### config.mk
export PLATFORM = sky130hd
export DESIGN_NAME = psc_sig_gen
export DESIGN_NICKNAME = d
export VERILOG_FILES = /design/src/logic/psc_pkg.sv /design/src/logic/psc_crc_core.sv /design/src/logic/psc_sig_gen.sv
export SDC_FILE = /design/constraint.sdc
export NUM_CORES = 1
export LEC_CHECK = 0
export ABC_CLOCK_PERIOD_IN_PS = 5100
export BUFFER_PORTS_ARGS = -buffer_cell sky130_fd_sc_hd__clkbuf_2
export CORE_ASPECT_RATIO = 0.9
export CORE_MARGIN = 2
export CORE_UTILIZATION = 50
export DETAILED_ROUTE_END_ITERATION = 10
export PLACE_DENSITY = 0.75
export SLEW_MARGIN = 30
export SYNTH_ARGS = -nofsm -noshare
export SYNTH_HDL_FRONTEND = slang
export SYNTH_SLANG_ARGS = --single-unit
### constraint.sdc
create_clock -name i_clk -period 5.1 [get_ports i_clk]
set_input_delay 0 -clock i_clk [delete_from_list [all_inputs] [get_ports i_clk]]
set_output_delay 0 -clock i_clk [all_outputs]
set_load 0.01 [all_outputs]
### src/logic/psc_pkg.sv
// Purpose: shared constants and carriers for the pixel signature block
// Assumes: one dot clock, pixel pipeline on the same clock
// Notes:   crc polynomial is the ccitt x^16+x^12+x^5+1 form
package psc_pkg;

    localparam int          PSC_DATA_W   = 8;
    localparam int          PSC_SEL_W    = 3;
    localparam int          PSC_CRC_W    = 16;
    localparam logic [15:0] PSC_POLY     = 16'h1021;
    localparam logic [15:0] PSC_SEED     = 16'hFFFF;
    localparam logic [15:0] PSC_SIG_RST  = 16'h0000;

    // one pixel beat from the display pipeline
    typedef struct packed {
        logic                  active;
        logic                  frame_start;
        logic                  odd_field;
        logic [PSC_DATA_W-1:0] data;
    } psc_pix_s;

    // result handed to software
    typedef struct packed {
        logic [PSC_CRC_W-1:0] sig;
        logic [PSC_SEL_W-1:0] lane;
    } psc_res_s;

    typedef enum logic [2:0] {
        PSC_IDLE = 3'b001,
        PSC_RUN  = 3'b010,
        PSC_DONE = 3'b100
    } psc_state_e;

    function automatic logic [15:0] psc_crc_step(input logic [15:0] crc,
                                                 input logic        bit_in);
        logic fb;
        fb = crc[15] ^ bit_in;
        psc_crc_step = {crc[14:0], 1'b0} ^ (fb ? PSC_POLY : 16'h0000);
    endfunction : psc_crc_step

endpackage : psc_pkg

### src/logic/psc_crc_core.sv
// Purpose: serial crc accumulator with registered result
// Assumes: caller decides when to seed, shift and capture
// Notes:   one bit per enabled clock, full dot rate
`timescale 1ns/1ns
module psc_crc_core
    import psc_pkg::*;
(
    // clock, reset, enable
    input  wire logic                 i_clk,
    input  wire logic                 i_nrst,
    input  wire logic                 i_ce,
    // control
    input  wire logic                 i_seed,
    input  wire logic                 i_shift,
    input  wire logic                 i_bit,
    // result
    output logic      [PSC_CRC_W-1:0] o_crc
);

    logic [PSC_CRC_W-1:0] crc_r;
    logic [PSC_CRC_W-1:0] crc_nxt;

    always_comb begin
        crc_nxt = crc_r;
        if (i_seed) begin
            crc_nxt = PSC_SEED;
        end else if (i_shift) begin
            crc_nxt = psc_crc_step(crc_r, i_bit);
        end
    end

    always_ff @(posedge i_clk) begin
        if (!i_nrst) begin
            crc_r <= PSC_SEED;
        end else if (i_ce) begin
            crc_r <= crc_nxt;
        end
    end

    assign o_crc = crc_r;

endmodule : psc_crc_core

### src/logic/psc_sig_gen.sv
// Purpose: per-frame pixel signature generator on the dot clock
// Assumes: pixel beats arrive on i_clk from same-domain logic
// Notes:   an arm request starts a run at the next frame start, the next odd field one when interlaced
// Notes:   an arm given mid run is kept and starts the run after
//
// Behaviour
// - the signature is a 16-bit ccitt crc of the selected stream.
// - only pixels in active display are fed, blanking is skipped.
// - interlaced runs cover an odd field then an even field.
// - one bit lane per pixel feeds the crc serially.
// - a 3-bit lane select, latched once at run start, picks the bit.
// - the crc steps once per pixel at the full dot rate.
`timescale 1ns/1ns
module psc_sig_gen
    import psc_pkg::*;
(
    // clock, reset, enable
    input  wire logic                 i_clk,
    input  wire logic                 i_nrst,
    input  wire logic                 i_ce,
    // control from software side
    input  wire logic                 i_arm,
    input  wire logic [PSC_SEL_W-1:0] i_lane_sel,
    input  wire logic                 i_interlace,
    // pixel stream
    input  wire psc_pix_s             i_pix,
    // result
    output psc_res_s                  o_res,
    output logic                      o_busy,
    output logic                      o_done
);

    psc_state_e           st_r, st_nxt;
    logic [PSC_SEL_W-1:0] lane_r, lane_nxt;
    logic                 arm_r, arm_nxt;
    logic                 odd_seen_r, odd_seen_nxt;
    psc_res_s             res_r, res_nxt;
    logic                 seed, shift, fin;
    logic [PSC_CRC_W-1:0] crc;

    // a run begins only at a frame start; interlace waits for odd field
    logic start_ok;
    assign start_ok = i_pix.frame_start && (!i_interlace || i_pix.odd_field);

    // control group: state, lane, arm request, field tracking
    always_comb begin
        st_nxt       = st_r;
        lane_nxt     = lane_r;
        arm_nxt      = arm_r | i_arm;
        odd_seen_nxt = odd_seen_r;
        seed         = 1'b0;
        shift        = 1'b0;
        fin          = 1'b0;
        unique case (st_r)
            PSC_IDLE, PSC_DONE: begin
                if (arm_r && start_ok) begin
                    st_nxt       = PSC_RUN;
                    lane_nxt     = i_lane_sel;
                    arm_nxt      = 1'b0;
                    odd_seen_nxt = 1'b0;
                    seed         = 1'b1;
                end
            end
            PSC_RUN: begin
                if (i_pix.frame_start) begin
                    // second field still to come when interlaced
                    if (i_interlace && !odd_seen_r) begin
                        odd_seen_nxt = 1'b1;
                    end else begin
                        fin    = 1'b1;
                        st_nxt = PSC_DONE;
                    end
                end
                // every frame start beat is a boundary, never data
                shift = i_pix.active && !i_pix.frame_start;
            end
            default: st_nxt = PSC_IDLE;
        endcase
    end

    always_ff @(posedge i_clk) begin
        if (!i_nrst) begin
            st_r       <= PSC_IDLE;
            lane_r     <= '0;
            arm_r      <= 1'b0;
            odd_seen_r <= 1'b0;
        end else if (i_ce) begin
            st_r       <= st_nxt;
            lane_r     <= lane_nxt;
            arm_r      <= arm_nxt;
            odd_seen_r <= odd_seen_nxt;
        end
    end

    // result group: loaded only on the closing frame start
    always_comb begin
        res_nxt = res_r;
        if (fin) begin
            res_nxt.sig  = crc;
            res_nxt.lane = lane_r;
        end
    end

    // held through done so software may read it late
    always_ff @(posedge i_clk) begin
        if (!i_nrst) begin
            res_r <= '{sig: PSC_SIG_RST, lane: '0};
        end else if (i_ce) begin
            res_r <= res_nxt;
        end
    end

    psc_crc_core i_psc_crc_core (
        .i_clk   (i_clk),
        .i_nrst  (i_nrst),
        .i_ce    (i_ce),
        .i_seed  (seed),
        .i_shift (shift),
        .i_bit   (i_pix.data[lane_r]),
        .o_crc   (crc)
    );

    assign o_res  = res_r;
    assign o_busy = (st_r == PSC_RUN);
    assign o_done = (st_r == PSC_DONE);

    // crc register: seed, step, skip
    AST_SEED_ON_START: assert property (@(posedge i_clk)
        disable iff (!i_nrst)
        i_ce && seed |=> crc == PSC_SEED)
        else $error("crc not seeded at run start");
    AST_BLANK_HOLDS: assert property (@(posedge i_clk)
        disable iff (!i_nrst)
        i_ce && o_busy && !i_pix.active && !i_pix.frame_start
        |=> $stable(crc))
        else $error("crc moved during blanking");
    AST_CRC_STEP: assert property (@(posedge i_clk)
        disable iff (!i_nrst)
        i_ce && shift |=> crc == ({$past(crc[PSC_CRC_W-2:0]), 1'b0}
            ^ (($past(crc[PSC_CRC_W-1]) ^ $past(i_pix.data[lane_r]))
               ? PSC_POLY : 16'h0000)))
        else $error("crc step mismatch");
    AST_BOUNDARY_SKIP: assert property (@(posedge i_clk)
        disable iff (!i_nrst)
        i_ce && o_busy && i_pix.frame_start |=> $stable(crc))
        else $error("frame start beat fed to crc");
    AST_IDLE_HOLDS: assert property (@(posedge i_clk)
        disable iff (!i_nrst)
        i_ce && !o_busy && !seed |=> $stable(crc))
        else $error("crc moved outside a run");

    // lane choice and run framing
    AST_LANE_LATCH: assert property (@(posedge i_clk)
        disable iff (!i_nrst)
        i_ce && seed |=> lane_r == $past(i_lane_sel))
        else $error("lane not latched at start");
    AST_LANE_STABLE: assert property (@(posedge i_clk)
        disable iff (!i_nrst)
        o_busy && $past(o_busy) |-> $stable(lane_r))
        else $error("lane changed mid run");
    AST_START_ALIGN: assert property (@(posedge i_clk)
        disable iff (!i_nrst)
        i_ce && seed
        |-> i_pix.frame_start && (!i_interlace || i_pix.odd_field))
        else $error("run started off a frame start");
    AST_INTERLACE_TWO: assert property (@(posedge i_clk)
        disable iff (!i_nrst)
        i_ce && o_busy && i_interlace && !odd_seen_r && i_pix.frame_start
        |=> o_busy)
        else $error("interlaced run ended after one field");
    AST_ODD_CLEARED: assert property (@(posedge i_clk)
        disable iff (!i_nrst)
        i_ce && seed |=> !odd_seen_r)
        else $error("field tracking not cleared at start");

    // feeding rate and result hand-over
    AST_FULL_RATE: assert property (@(posedge i_clk)
        disable iff (!i_nrst)
        i_ce && o_busy && i_pix.active && !i_pix.frame_start |-> shift)
        else $error("active pixel not fed");
    AST_CLOSE_CAPTURE: assert property (@(posedge i_clk)
        disable iff (!i_nrst)
        i_ce && fin |=> o_done && !o_busy && o_res.sig == $past(crc)
                        && o_res.lane == $past(lane_r))
        else $error("result not captured at close");
    AST_RES_HELD: assert property (@(posedge i_clk)
        disable iff (!i_nrst)
        o_done && $past(o_done) && !$past(seed) |-> $stable(o_res))
        else $error("result not held");
    AST_ARM_KEPT: assert property (@(posedge i_clk)
        disable iff (!i_nrst)
        i_ce && i_arm |=> arm_r || o_busy)
        else $error("arm request lost");
    AST_NO_STRAY_SEED: assert property (@(posedge i_clk)
        disable iff (!i_nrst)
        seed |-> arm_r && !o_busy)
        else $error("seed without a pending arm");

    // enable gating and state sanity
    AST_CE_FREEZE: assert property (@(posedge i_clk)
        disable iff (!i_nrst)
        !i_ce |=> $stable(st_r) && $stable(lane_r) && $stable(arm_r)
                  && $stable(odd_seen_r) && $stable(res_r) && $stable(crc))
        else $error("state moved while clock enable low");
    AST_STATE_ONEHOT: assert property (@(posedge i_clk)
        disable iff (!i_nrst)
        $onehot(st_r))
        else $error("state register not one-hot");
    AST_BUSY_DONE_EXCL: assert property (@(posedge i_clk)
        disable iff (!i_nrst)
        !(o_busy && o_done))
        else $error("busy and done together");

    COV_RUN_DONE: cover property (@(posedge i_clk) o_busy ##1 o_done);
    COV_INTERLACE: cover property (@(posedge i_clk)
        o_busy && i_interlace && odd_seen_r ##1 o_done);
    COV_LANE7: cover property (@(posedge i_clk) seed && i_lane_sel == 3'h7);
    COV_CE_HOLD: cover property (@(posedge i_clk) !i_ce && o_done);
    COV_LANE_MOVED: cover property (@(posedge i_clk)
        o_busy && i_lane_sel != lane_r);

endmodule : psc_sig_gen

# Word-level counts from Yosys, hierarchy flattened
# Index checks and enable logic that the tools add are counted.
# op_classes
n_bitwise,3
n_eq_ne,7
n_mux,21
n_lt_le_gt_ge,1
n_reduce_logical,16
# op_table
op,count
$mux W16,2
$xor A16 B16 Y16,1
$mux W13,1
$mux W1,12
$mux W3,3
$ne A2 B2 Y1 const B,3
$pmux W3 S2,1
$reduce_and A5 Y1,1
$logic_and A1 B1 Y1,4
$lt A3 B4 Y1 const B,1
$reduce_and A2 Y1,2
$reduce_and A4 Y1,1
$reduce_bool A2 Y1,2
$bmux W1 S3,1
$eq A3 B1 Y1 const B,1
$eq A3 B2 Y1 const B,1
$eq A3 B3 Y1 const B,1
$logic_not A1 Y1,3
$reduce_and A3 Y1,1
$ne A2 B1 Y1 const B,1
$pmux W1 S2,1
$reduce_or A2 Y1,1
$logic_or A1 B1 Y1,1
$or A1 B1 Y1,1
$xor A1 B1 Y1,1
# totals
reg_bits,43
inputBits,19

# Logic depth before layout (Yosys ltp)
# Gate-level depths: netlist of run 1.
# depth
word_depth,8
depth_mapped,7
mapped_depth_nobuf,5

# Cells and area by module
# A second synthesis of run 1 with hierarchy kept.
# unflattened
cells_unflattened,215
hier_area_um2,1946.9
# by_module_without_submodules
module,area_per_inst_um2,cells_per_inst,instances
psc_sig_gen,1298.7,143,1
psc_crc_core,648.1,72,1

# Least setup slack after synthesis of run 1
# Ideal clock, no wire load.
# synth_path
path_kind,register -> register
from,reg lane_r[0]
to,"reg i_psc_crc_core.crc_r[12], in the netlist i_psc_crc_core.o_crc[12]"
arrival_ps,1572
slack_ps,3406
path_stages_with_launch,6
t_required_ps,4978
setup_time_ps,122
period_less_slack_ps,1694
path_cell_list,dfxtp_1 > mux4_1 > mux2i_2 > xor2_2 > xnor2_1 > o32a_1
# synth_via
elab_chain_cells,7
# synth_lines
item,line_no,rtl
"start, declared",psc_sig_gen.sv:34,"logic [PSC_SEL_W-1:0] lane_r, lane_nxt;"
"start signal, assigned",psc_sig_gen.sv:89,lane_r <= lane_nxt;
$bmux W1 S3,psc_sig_gen.sv:119,".i_bit (i_pix.data[lane_r]),"
$mux W1 (implied by the code),psc_sig_gen.sv:119,
$xor A1 B1 Y1,psc_pkg.sv:36,fb = crc[15] ^ bit_in;
$mux W13,psc_pkg.sv:37,"psc_crc_step = {crc[14:0], 1'b0} ^ (fb ? PSC_POLY : 16'h0000);"
$xor A16 B16 Y16,psc_pkg.sv:37,
$mux W16,psc_crc_core.sv:27,end else if (i_shift) begin
$mux W16,psc_crc_core.sv:25,if (i_seed) begin
"end signal, assigned",psc_crc_core.sv:36,crc_r <= crc_nxt;
"end, declared",psc_crc_core.sv:20,logic [PSC_CRC_W-1:0] crc_r;
# Every way passes these cells. The select of a mux whose other input is x is not followed.
# A chain may end at the register's enable or synchronous reset.

# Final worst setup path of run 1
# layout_path
from,reg st_r[2]
to,"reg i_psc_crc_core.crc_r[12], in the netlist i_psc_crc_core.o_crc[12]"
# layout_via
elab_chain_cells,5
elab_cells_between_ends,9
# layout_lines
item,line_no,rtl
"start, declared",psc_sig_gen.sv:33,"psc_state_e st_r, st_nxt;"
"start signal, assigned",psc_sig_gen.sv:88,st_r <= st_nxt;
$eq A3 B3 Y1 or $eq A3 B1 Y1 (tied branches),psc_sig_gen.sv:54,unique case (st_r)
$reduce_or A2 Y1,psc_sig_gen.sv:54,
$mux W1,psc_sig_gen.sv:54,
$reduce_bool A2 Y1 (no line),-,
$reduce_and A2 Y1 (no line),-,
# Parallel ways exist; a longest one is shown, timed or not.

==> results.py, run 1 <==
metrics = {
    "drt": {
        "vias": 1460,
        "drc": 0,
        "drt_iter0_markers": 55,
        "viasPerCell": 4.983,
        "ant_nets": 0,
        "dr.pass1.iters": 4,
        "routedWlPerCell_um": 11.62,
        "wl_um": 3404,
    },
    "critical_path": {
        "end_kind": "register",
        "critPathTopFamily": "simple AND/OR/NAND/NOR gates",
        "start_kind": "register",
        "crit_fanout": 18,
        "slowest_stage": "and3_1",
        "crit_chain": "nand2b_1, nor3_1, and3_1, nand2_1, o32a_1",
        "worstPathRequired_ps": 5290,
        "slowest_delay_ps": 580,
        "critPathArrivalTime_ps": 2030,
        "path_buf_inv": 0,
        "setup.worst_path.class": "register to register",
    },
    "floorplan": {
        "start_util_pct": 51.83,
        "rows": 20,
        "pin_count": 40,
        "die-area_um2": 3964,
        "die_h_um": 59.93,
        "die_w_um": 66.15,
        "fp.coreArea_um2": 3353,
    },
    "yosys": {
        "synthCells": 208,
        "ys_ff_latch": 43,
        "synth_edf_count": 0,
        "synthFlopType": "dfxtp_1",
        "synth_common_cells": "nand2_1, dfxtp_1, a21boi_0, nand3_1, clkbuf_1",
        "synth_nets": 227,
        "synth_area_leader_cell": "dfxtp_1",
        "ys_types": 29,
        "ys_async_sr_fraction_pct": 0,
        "netlist_area_um2": 1738,
        "avgSynthCellArea_um2": 8.355,
        "synth_area_leaders": "dfxtp_1, nand2_1, a21boi_0, nand3_1, clkbuf_1",
        "yosysWarningCount": 0,
        "synth_seq_area_share_pct": 49.53,
        "synth_top_area_share_pct": 49.53,
        "yosysMostFrequentCell": "nand2_1",
    },
    "clock_tree": {
        "htreeDepth": 2,
        "clockRootBuffer": "clkbuf_8",
        "cts_resized": 0,
        "clockBufferDepth": 2,
        "clock_sinks": 43,
        "post_cts_buffers": 0,
        "tritoncts": "yes",
        "clock_latency_ps": 300,
        "cts_buffers": 5,
        "clk_pin_slew_worst_paths_ps": 80,
    },
    "power_and_ir_drop": {
        "max-vdd-ir-drop_v": 0.0001772,
        "cellPowerDensity_nw_per_um2": 301.0,
        "finalPower_uw": 639.1,
        "p_leak_uw": 0.0008558,
    },
    "global_routing": {
        "grt_max_degree": 35,
        "grt_remaining_overflow": 0,
        "busiest_layer": "met2",
        "grt_pass1_vias": 1337,
        "grt_pass1_wl_um": 5768,
        "grt.total_usage_pct": 19.32,
        "met1_usage_pct": 24.29,
        "grt_use_met2_pct": 31.29,
        "antenna_found_initial": 0,
        "use_met3_pct": 5.085,
    },
    "sta": {
        "fin_skew_ps": 8.545,
        "worstMarginPinSlew_ps": 606.3,
        "maxSlewHeadroom_pct": 59.48,
        "rsz0062_at_grt": "false",
        "max_clock_freq_mhz": 542.3,
        "tns_ps": 0,
        "final-hold-violation-count": 0,
        "period_share_pct": 36.16,
        "setup_viol": 0,
        "period_needed_ps": 1844,
        "maxSlewViolCount": 0,
    },
    "cells_and_area": {
        "utilization_pct": 63.32,
        "nets": 267,
        "nFillCells": 298,
        "multi_input_area_um2": 829.5,
        "area_growth_syn_to_layout_pct": 22.17,
        "num_antenna_cells": 0,
        "final_layout_size_suffix_gt1_share_pct": 20.88,
        "register_area_um2": 860.8,
        "design_area_um2": 2123,
    },
    "place": {
        "place_area_um2": 1956,
        "dp_hpwl_um": 2339,
        "port_buffers": 39,
        "gp_congestion": 0.7635,
    },
    "flow_run": {
        "maxCapViolCount": 0,
    },
    "min_path": {
        "hold_path_class": "input pin to register",
    },
    "run_status": {
        "status": "complete, no violations",
    },
}
==> flip-flops by register name (all words and copies together) (netlist names) <==
name and count:
lane_r 3, odd_seen_r 1, o_res 19, st_r 3, i_psc_crc_core.o_crc 16, arm_r 1
==> power by group <==
| part | switching [µW] | total [µW] | leakage (µW) | internal (µW) |
|---|---|---|---|---|
| Combinational | 14.3 | 29.7 | 0.000447 | 15.4 |
| Clock | 113 | 271 | 0.0000612 | 158 |
| Sequential | 1.35 | 338 | 0.000347 | 337 |
==> through the flow <==
stage / cells / setup WS [ps] / hold WS (ps)
finish: 293 / 3256 / 89.01
global route: 293 / 3064 / 127.2
CTS: 293 / 3250 / 83.73
detailed placement: 280 / 3265 / 246.8
global placement: 280 / 3327 / 235.5
floorplan: 208 / 3406 / 141.6
==> cells in the final DEF, fill, tap and decap left out, types with 2 or more instances in the layout <==
cell	count
inv_1	2
clkbuf_2	39
nor3_1	5
o21a_1	2
nor2_1	8
nand2b_1	3
o32a_1	2
nand2_1	69
a21oi_1	5
a21boi_0	24
xnor2_1	2
dlygate4sd3_1	5
clkbuf_8	6
nand3_1	12
and3_1	2
o21ai_0	5
dfxtp_1	43
==> kinds of logic after synthesis <==
family / count (synthesis) / synth area share, %
AND/OR/NAND/NOR: 104 / 25.27
flip-flops: 43 / 49.53
AO/OA/AOI/OAI: 41 / 16.56
buffers and inverters: 14 / 3.096
XOR/XNOR: 3 / 1.944
multiplexers: 3 / 3.600
==> final cells by class <==
cell class,instances,area share [%]
clock buffers,6,3.889
flip-flops and latches,43,40.54
repair buffers,45,11.90
multi-input cells,151,39.07
clock inverters,2,1.650
well taps,44,2.593
inverters,2,0.3536
==> repair_timing <==
item                                   CTS  global route
endpoints found under the hold margin    5             0
setup endpoints to repair                0             0
hold buffers                             5             0
==> tightest hold or removal path, stage by stage <==
cell	delay, ps
clkbuf_2	190
a21oi_1	90
nor2_1	70
==> metal layers <==
metal | vias up | routed length (µm)
met3 | 8 | 183
met1 | 646 | 1661
met2 | 32 | 1495
met5 | - | 0
li1 | 774 | -
met4 | 0 | 63
==> final timing paths <==
check / slack, ps / end / from / depth (start not counted)
worst max-delay path: 3260 / i_psc_crc_core.o_crc[12] / st_r[2] / 5
worst min-delay path: 90 / arm_r / i_ce / 3
worst max register to register: 3260 / i_psc_crc_core.o_crc[12] / st_r[2] / 5
worst min register to register: 470 / o_res[4] / o_res[4] / 2
Note: power is estimated with default switching activity, not from simulation.
==> run 2: changes to the inputs <==
Settings changed: ABC_CLOCK_PERIOD_IN_PS 5100 to 1750.
Clock period 5.1 ns to 1.75 ns, I/O delays scaled along.
==> run 2 against run 1 <==
  * Fmax rose by 11%
  * Flip-flop and latch count is the same
  * Final cell count increased by 1.7%
  * Final area up 3.0%
  * Routed wire length rose by 13%
  * Largest power group unchanged
==> results.py, run 2 (synthesized netlist as in run 1, its figures left out) <==
metrics = {
    "run_status": {
        "status": "complete, no violations",
    },
    "critical_path": {
        "crit_fanout": 3,
        "ff2ff_setup_slack_ps": 90,
        "slowest_delay_ps": 530,
        "crit_chain": "mux4_2, mux2i_4, xor2_2, xnor2_1, o32a_1",
        "worstPathRequired_ps": 1940,
        "r2r-start": "lane_r[0]",
        "cp-endpoint": "i_psc_crc_core.o_crc[5]",
        "critPathTopFamily": "multiplexers",
        "slowest_stage": "mux4_2",
        "path_buf_inv": 0,
        "end_kind": "register",
        "startpoint": "lane_r[0]",
        "start_kind": "register",
        "critPathArrivalTime_ps": 1850,
        "r2r_end": "i_psc_crc_core.o_crc[5]",
        "r2r_cells": 5,
        "setup.worst_path.class": "register to register",
        "crit_cells": 5,
    },
    "power_and_ir_drop": {
        "max-vdd-ir-drop_v": 0.0005042,
        "cellPowerDensity_nw_per_um2": 906.2,
        "p_leak_uw": 0.0008831,
    },
    "clock_tree": {
        "clockRootBuffer": "clkbuf_8",
        "tritoncts": "yes",
        "clock_latency_ps": 300,
        "htreeDepth": 2,
        "clock_sinks": 43,
        "post_cts_buffers": 0,
        "cts_buffers": 5,
        "clockBufferDepth": 2,
        "clk_pin_slew_worst_paths_ps": 70,
    },
    "global_routing": {
        "grt_pass1_vias": 1472,
        "grt_max_degree": 24,
        "antenna_found_initial": 0,
        "grt_remaining_overflow": 0,
        "grt_pass1_wl_um": 6575,
        "grt.total_usage_pct": 22.11,
    },
    "sta": {
        "period_needed_ps": 1662,
        "fin_worst_hold_slack_ps": 5.657,
        "setup_slack_ps": 87.60,
        "period_share_pct": 94.99,
        "worstMarginPinSlew_ps": 370.9,
        "max_clock_freq_mhz": 601.5,
        "rsz0062_at_grt": "false",
        "fin_skew_ps": 5.918,
        "setup_viol": 0,
        "maxSlewHeadroom_pct": 75.27,
        "maxSlewViolCount": 0,
        "final-hold-violation-count": 0,
    },
    "cells_and_area": {
        "final_cell_mix": "nand2_1, dfxtp_1, clkbuf_2, a21boi_0, nand3_1",
        "utilization_pct": 65.22,
        "area_growth_syn_to_layout_pct": 25.85,
        "register_area_um2": 863.3,
        "num_antenna_cells": 0,
        "multi_input_area_um2": 840.8,
        "nFillCells": 307,
        "nets": 272,
        "fin_cells": 298,
        "final_common_cell": "nand2_1",
        "final_layout_size_suffix_gt1_share_pct": 24.41,
        "design_area_um2": 2187,
        "largest_reg_flops": 19,
    },
    "min_path": {
        "hold_path_class": "input pin to register",
    },
    "floorplan": {
        "die-area_um2": 3964,
        "start_util_pct": 51.83,
        "die_h_um": 59.93,
        "fp.coreArea_um2": 3353,
        "rows": 20,
        "pin_count": 40,
        "die_w_um": 66.15,
    },
    "place": {
        "gp_congestion": 0.8199,
        "post-place-ws_ps": -1.428,
        "place_area_um2": 2001,
        "dp.cells": 286,
        "dp_hpwl_um": 2543,
        "port_buffers": 39,
    },
    "drt": {
        "drt_iter0_markers": 94,
        "routedWlPerCell_um": 12.86,
        "drc": 0,
        "vias": 1561,
        "ant_nets": 0,
        "viasPerCell": 5.238,
        "wl_um": 3831,
        "dr.pass1.iters": 4,
    },
    "flow_run": {
        "maxCapViolCount": 0,
    },
}
-- run 2: final cells by class --
class | instances | share of cell area [%]
clock inverters | 2 | 2.746
flip-flops and latches | 43 | 39.47
repair buffers | 50 | 13.16
inverters | 2 | 0.3432
clock buffers | 6 | 3.318
multi-input cells | 151 | 38.44
well taps | 44 | 2.517
-- run 2: what timing repair did --
item,CTS,global route
hold buffers,4,0
endpoints found under the hold margin,4,0
endpoints found under the setup margin,3,16
resized for setup,2,4
pin swaps,1,1
-- run 2: how the worst min path moves through the flow --
| stage | from | end | slack, ps | cells past startpoint |
|---|---|---|---|---|
| after floorplan | i_arm | arm_r | 140 | 2 |
| after global routing | i_interlace | odd_seen_r | 30 | 3 |
| after detailed placement | i_lane_sel[1] | lane_r[1] | 250 | 3 |
| after CTS | i_interlace | odd_seen_r | 0.7 | 3 |
| after global placement | i_arm | arm_r | 240 | 3 |
| final | i_interlace | odd_seen_r | 6 | 3 |
-- run 2: per-stage QoR --
| stage | total power, µW | setup TNS [ps] |
|---|---|---|
| 2_1_floorplan | 1056 | 0 |
| 3_3_place_gp | 1089 | 0 |
| 3_5_place_dp | 1089 | -2.270 |
| 4_1_cts | 1990 | 0 |
| 5_1_grt | 2047 | 0 |
| 6_report | 1982 | 0 |
-- run 2: tightest hold or removal path, stage by stage --
cell	delay, ps
clkbuf_2	100
nand4_1	80
a21boi_0	80
-- run 2: metal layers --
metal | vias to the layer above | routed length (µm) | GRT usage [%] | part of all wire [%]
met5 | - | 0 | 0 | 0
met3 | 8 | 190 | 5.085 | 5.0
met4 | 0 | 65 | 8.746 | 1.7
li1 | 784 | - | - | -
met1 | 729 | 1757 | 27.79 | 46
met2 | 40 | 1817 | 37.00 | 47
-- run 2: report_power, final --
part           total [µW]  switching [µW]  internal (µW)
clock network         903             333            570
logic                93.5            46.7           46.9
registers             986            4.03            982
==> run 3: changes to the inputs <==
--- a/config.mk
+++ b/config.mk
@@ -8,3 +8,3 @@
 export ABC_CLOCK_PERIOD_IN_PS = 1750
-export BUFFER_PORTS_ARGS = -buffer_cell sky130_fd_sc_hd__clkbuf_2
+export BUFFER_PORTS_ARGS = -buffer_cell sky130_fd_sc_hd__buf_2
 export CORE_ASPECT_RATIO = 0.9
--- a/constraint.sdc
+++ b/constraint.sdc
@@ -3,2 +3,2 @@
 set_output_delay 0 -clock i_clk [all_outputs]
-set_load 0.01 [all_outputs]
+set_load 0.02 [all_outputs]
==> run 3 against run 2 <==
  * Critical path depth unchanged
  * Utilization decreased by 1.8 points
  * Register-to-register slack got worse by 20 ps
  * First-iteration DRC count decreased by 30%
  * Worst setup slack got worse by 22 ps
  * Sequential power about the same
  * Clock skew decreased by 2.2 ps
  * Flip-flop and latch count unchanged
  * Sequential share of layout area increased by 1.1 points
  * Clock-buffer cell count increased by 1
  * Critical path type unchanged
  * Critical endpoint unchanged
  * Largest power group unchanged
==> results.py, run 3 (synthesized netlist as in run 1, its figures left out) <==
metrics = {
    "run_status": {
        "status": "complete, no violations",
    },
    "sta": {
        "worstMarginPinSlew_ps": 361.3,
        "period_needed_ps": 1684,
        "fin_skew_ps": 3.686,
        "setup_viol": 0,
        "fin_worst_hold_slack_ps": 26.50,
        "tns_ps": 0,
        "max_clock_freq_mhz": 593.8,
        "final-hold-violation-count": 0,
        "rsz0062_at_grt": "true",
        "maxSlewViolCount": 0,
        "maxSlewHeadroom_pct": 75.91,
        "period_share_pct": 96.23,
    },
    "critical_path": {
        "crit_fanout": 3,
        "r2r-start": "lane_r[0]",
        "setup.worst_path.class": "register to register",
        "start_kind": "register",
        "worstPathRequired_ps": 1930,
        "startpoint": "lane_r[0]",
        "end_kind": "register",
        "critPathArrivalTime_ps": 1860,
    },
    "drt": {
        "drc": 0,
        "vias": 1517,
        "drt_iter0_markers": 66,
        "dr.pass1.iters": 5,
        "viasPerCell": 5.091,
        "wl_um": 3705,
        "routedWlPerCell_um": 12.43,
        "ant_nets": 0,
    },
    "place": {
        "port_buffers": 39,
        "dp_hpwl_um": 2532,
        "gp_congestion": 0.7931,
    },
    "power_and_ir_drop": {
        "cellPowerDensity_nw_per_um2": 787.3,
        "max-vdd-ir-drop_v": 0.0004384,
        "p_leak_uw": 0.0008765,
    },
    "cells_and_area": {
        "nets": 272,
        "final_common_cell": "nand2_1",
        "final_cell_mix": "nand2_1, dfxtp_1, buf_2, a21boi_0, nand3_1",
        "final_layout_size_suffix_gt1_share_pct": 23.62,
        "utilization_pct": 63.47,
        "largest_reg_flops": 19,
        "num_antenna_cells": 0,
        "area_growth_syn_to_layout_pct": 22.46,
    },
    "global_routing": {
        "grt_pass1_vias": 1437,
        "grt_remaining_overflow": 0,
        "grt_pass1_wl_um": 6334,
        "grt_max_degree": 27,
        "grt.total_usage_pct": 21.50,
        "antenna_found_initial": 0,
    },
    "floorplan": {
        "die_w_um": 66.15,
        "pin_count": 40,
        "die_h_um": 59.93,
        "fp.coreArea_um2": 3353,
        "die-area_um2": 3964,
        "rows": 20,
        "start_util_pct": 51.83,
    },
    "clock_tree": {
        "clockBufferDepth": 2,
        "tritoncts": "yes",
        "clockRootBuffer": "clkbuf_8",
        "clock_latency_ps": 290,
        "post_cts_buffers": 0,
        "clock_sinks": 43,
        "clk_pin_slew_worst_paths_ps": 80,
        "htreeDepth": 2,
        "cts_buffers": 5,
    },
    "flow_run": {
        "maxCapViolCount": 0,
    },
    "min_path": {
        "min_from": "i_interlace",
        "hold_path_class": "input pin to register",
    },
}
-- run 3: changes by cell type in the layout (fill, tap and decap cells not counted), sizes merged --
cell and delta:
buf +39, bufinv -2, clkbuf -38, clkinv +1
-- run 3: per-layer routing --
layer	GRT usage (%)	share of wire, %
met2	34.29	44
met4	8.746	1.1
met5	0	0
met3	5.085	5.5
met1	28.27	49
-- run 3: layout make-up --
class / instances / area, µm²
multi-input combinational: 151 / 832.0
fill: 305 / 1225
inverter: 2 / 7.507
clock buffer: 7 / 76.32
tap: 44 / 55.05
timing repair buffer: 50 / 287.8
clock inverter: 1 / 5.005
sequential: 43 / 864.6
-- run 3: what timing repair did --
action | 4_1_cts | 5_1_grt
pin swaps | 1 | 1
hold buffers | 4 | 0
setup endpoints to repair | 3 | 7
endpoints found under the hold margin | 4 | 0
resized for setup | 2 | 3
-- run 3: final timing paths --
check | endpoint | slack (ps) | cells past startpoint
worst max-delay path | i_psc_crc_core.o_crc[5] | 70 | 5
worst min-delay path | odd_seen_r | 30 | 3
worst max register to register | i_psc_crc_core.o_crc[5] | 70 | 5
worst min register to register | o_res[1] | 460 | 2
-- run 3: worst max-delay path, cell delays in order (launching register included) --
cell and delay (ps):
dfxtp_4 370, mux4_2 500, mux2i_2 210, xor2_2 240, xnor2_1 100, o32a_1 150
-- run 3: where the power goes --
group / internal, µW / switching, µW
clock network: 280 / 321
registers: 980 / 3.93
logic: 45.7 / 44.7
total: 1310 / 370
-- run 3: stage by stage --
step | instance area [µm²] | total power, µW | setup slack, ps | std cells
4_1_cts | 2120 | 1687 | 33.25 | 298
3_5_place_dp | 2001 | 1090 | -42.78 | 286
2_1_floorplan | 1738 | 1056 | 56.18 | 208
6_report | 2128 | 1676 | 66.05 | 298
3_3_place_gp | 2001 | 1089 | 15.94 | 286
5_1_grt | 2128 | 1749 | -17.63 | 298
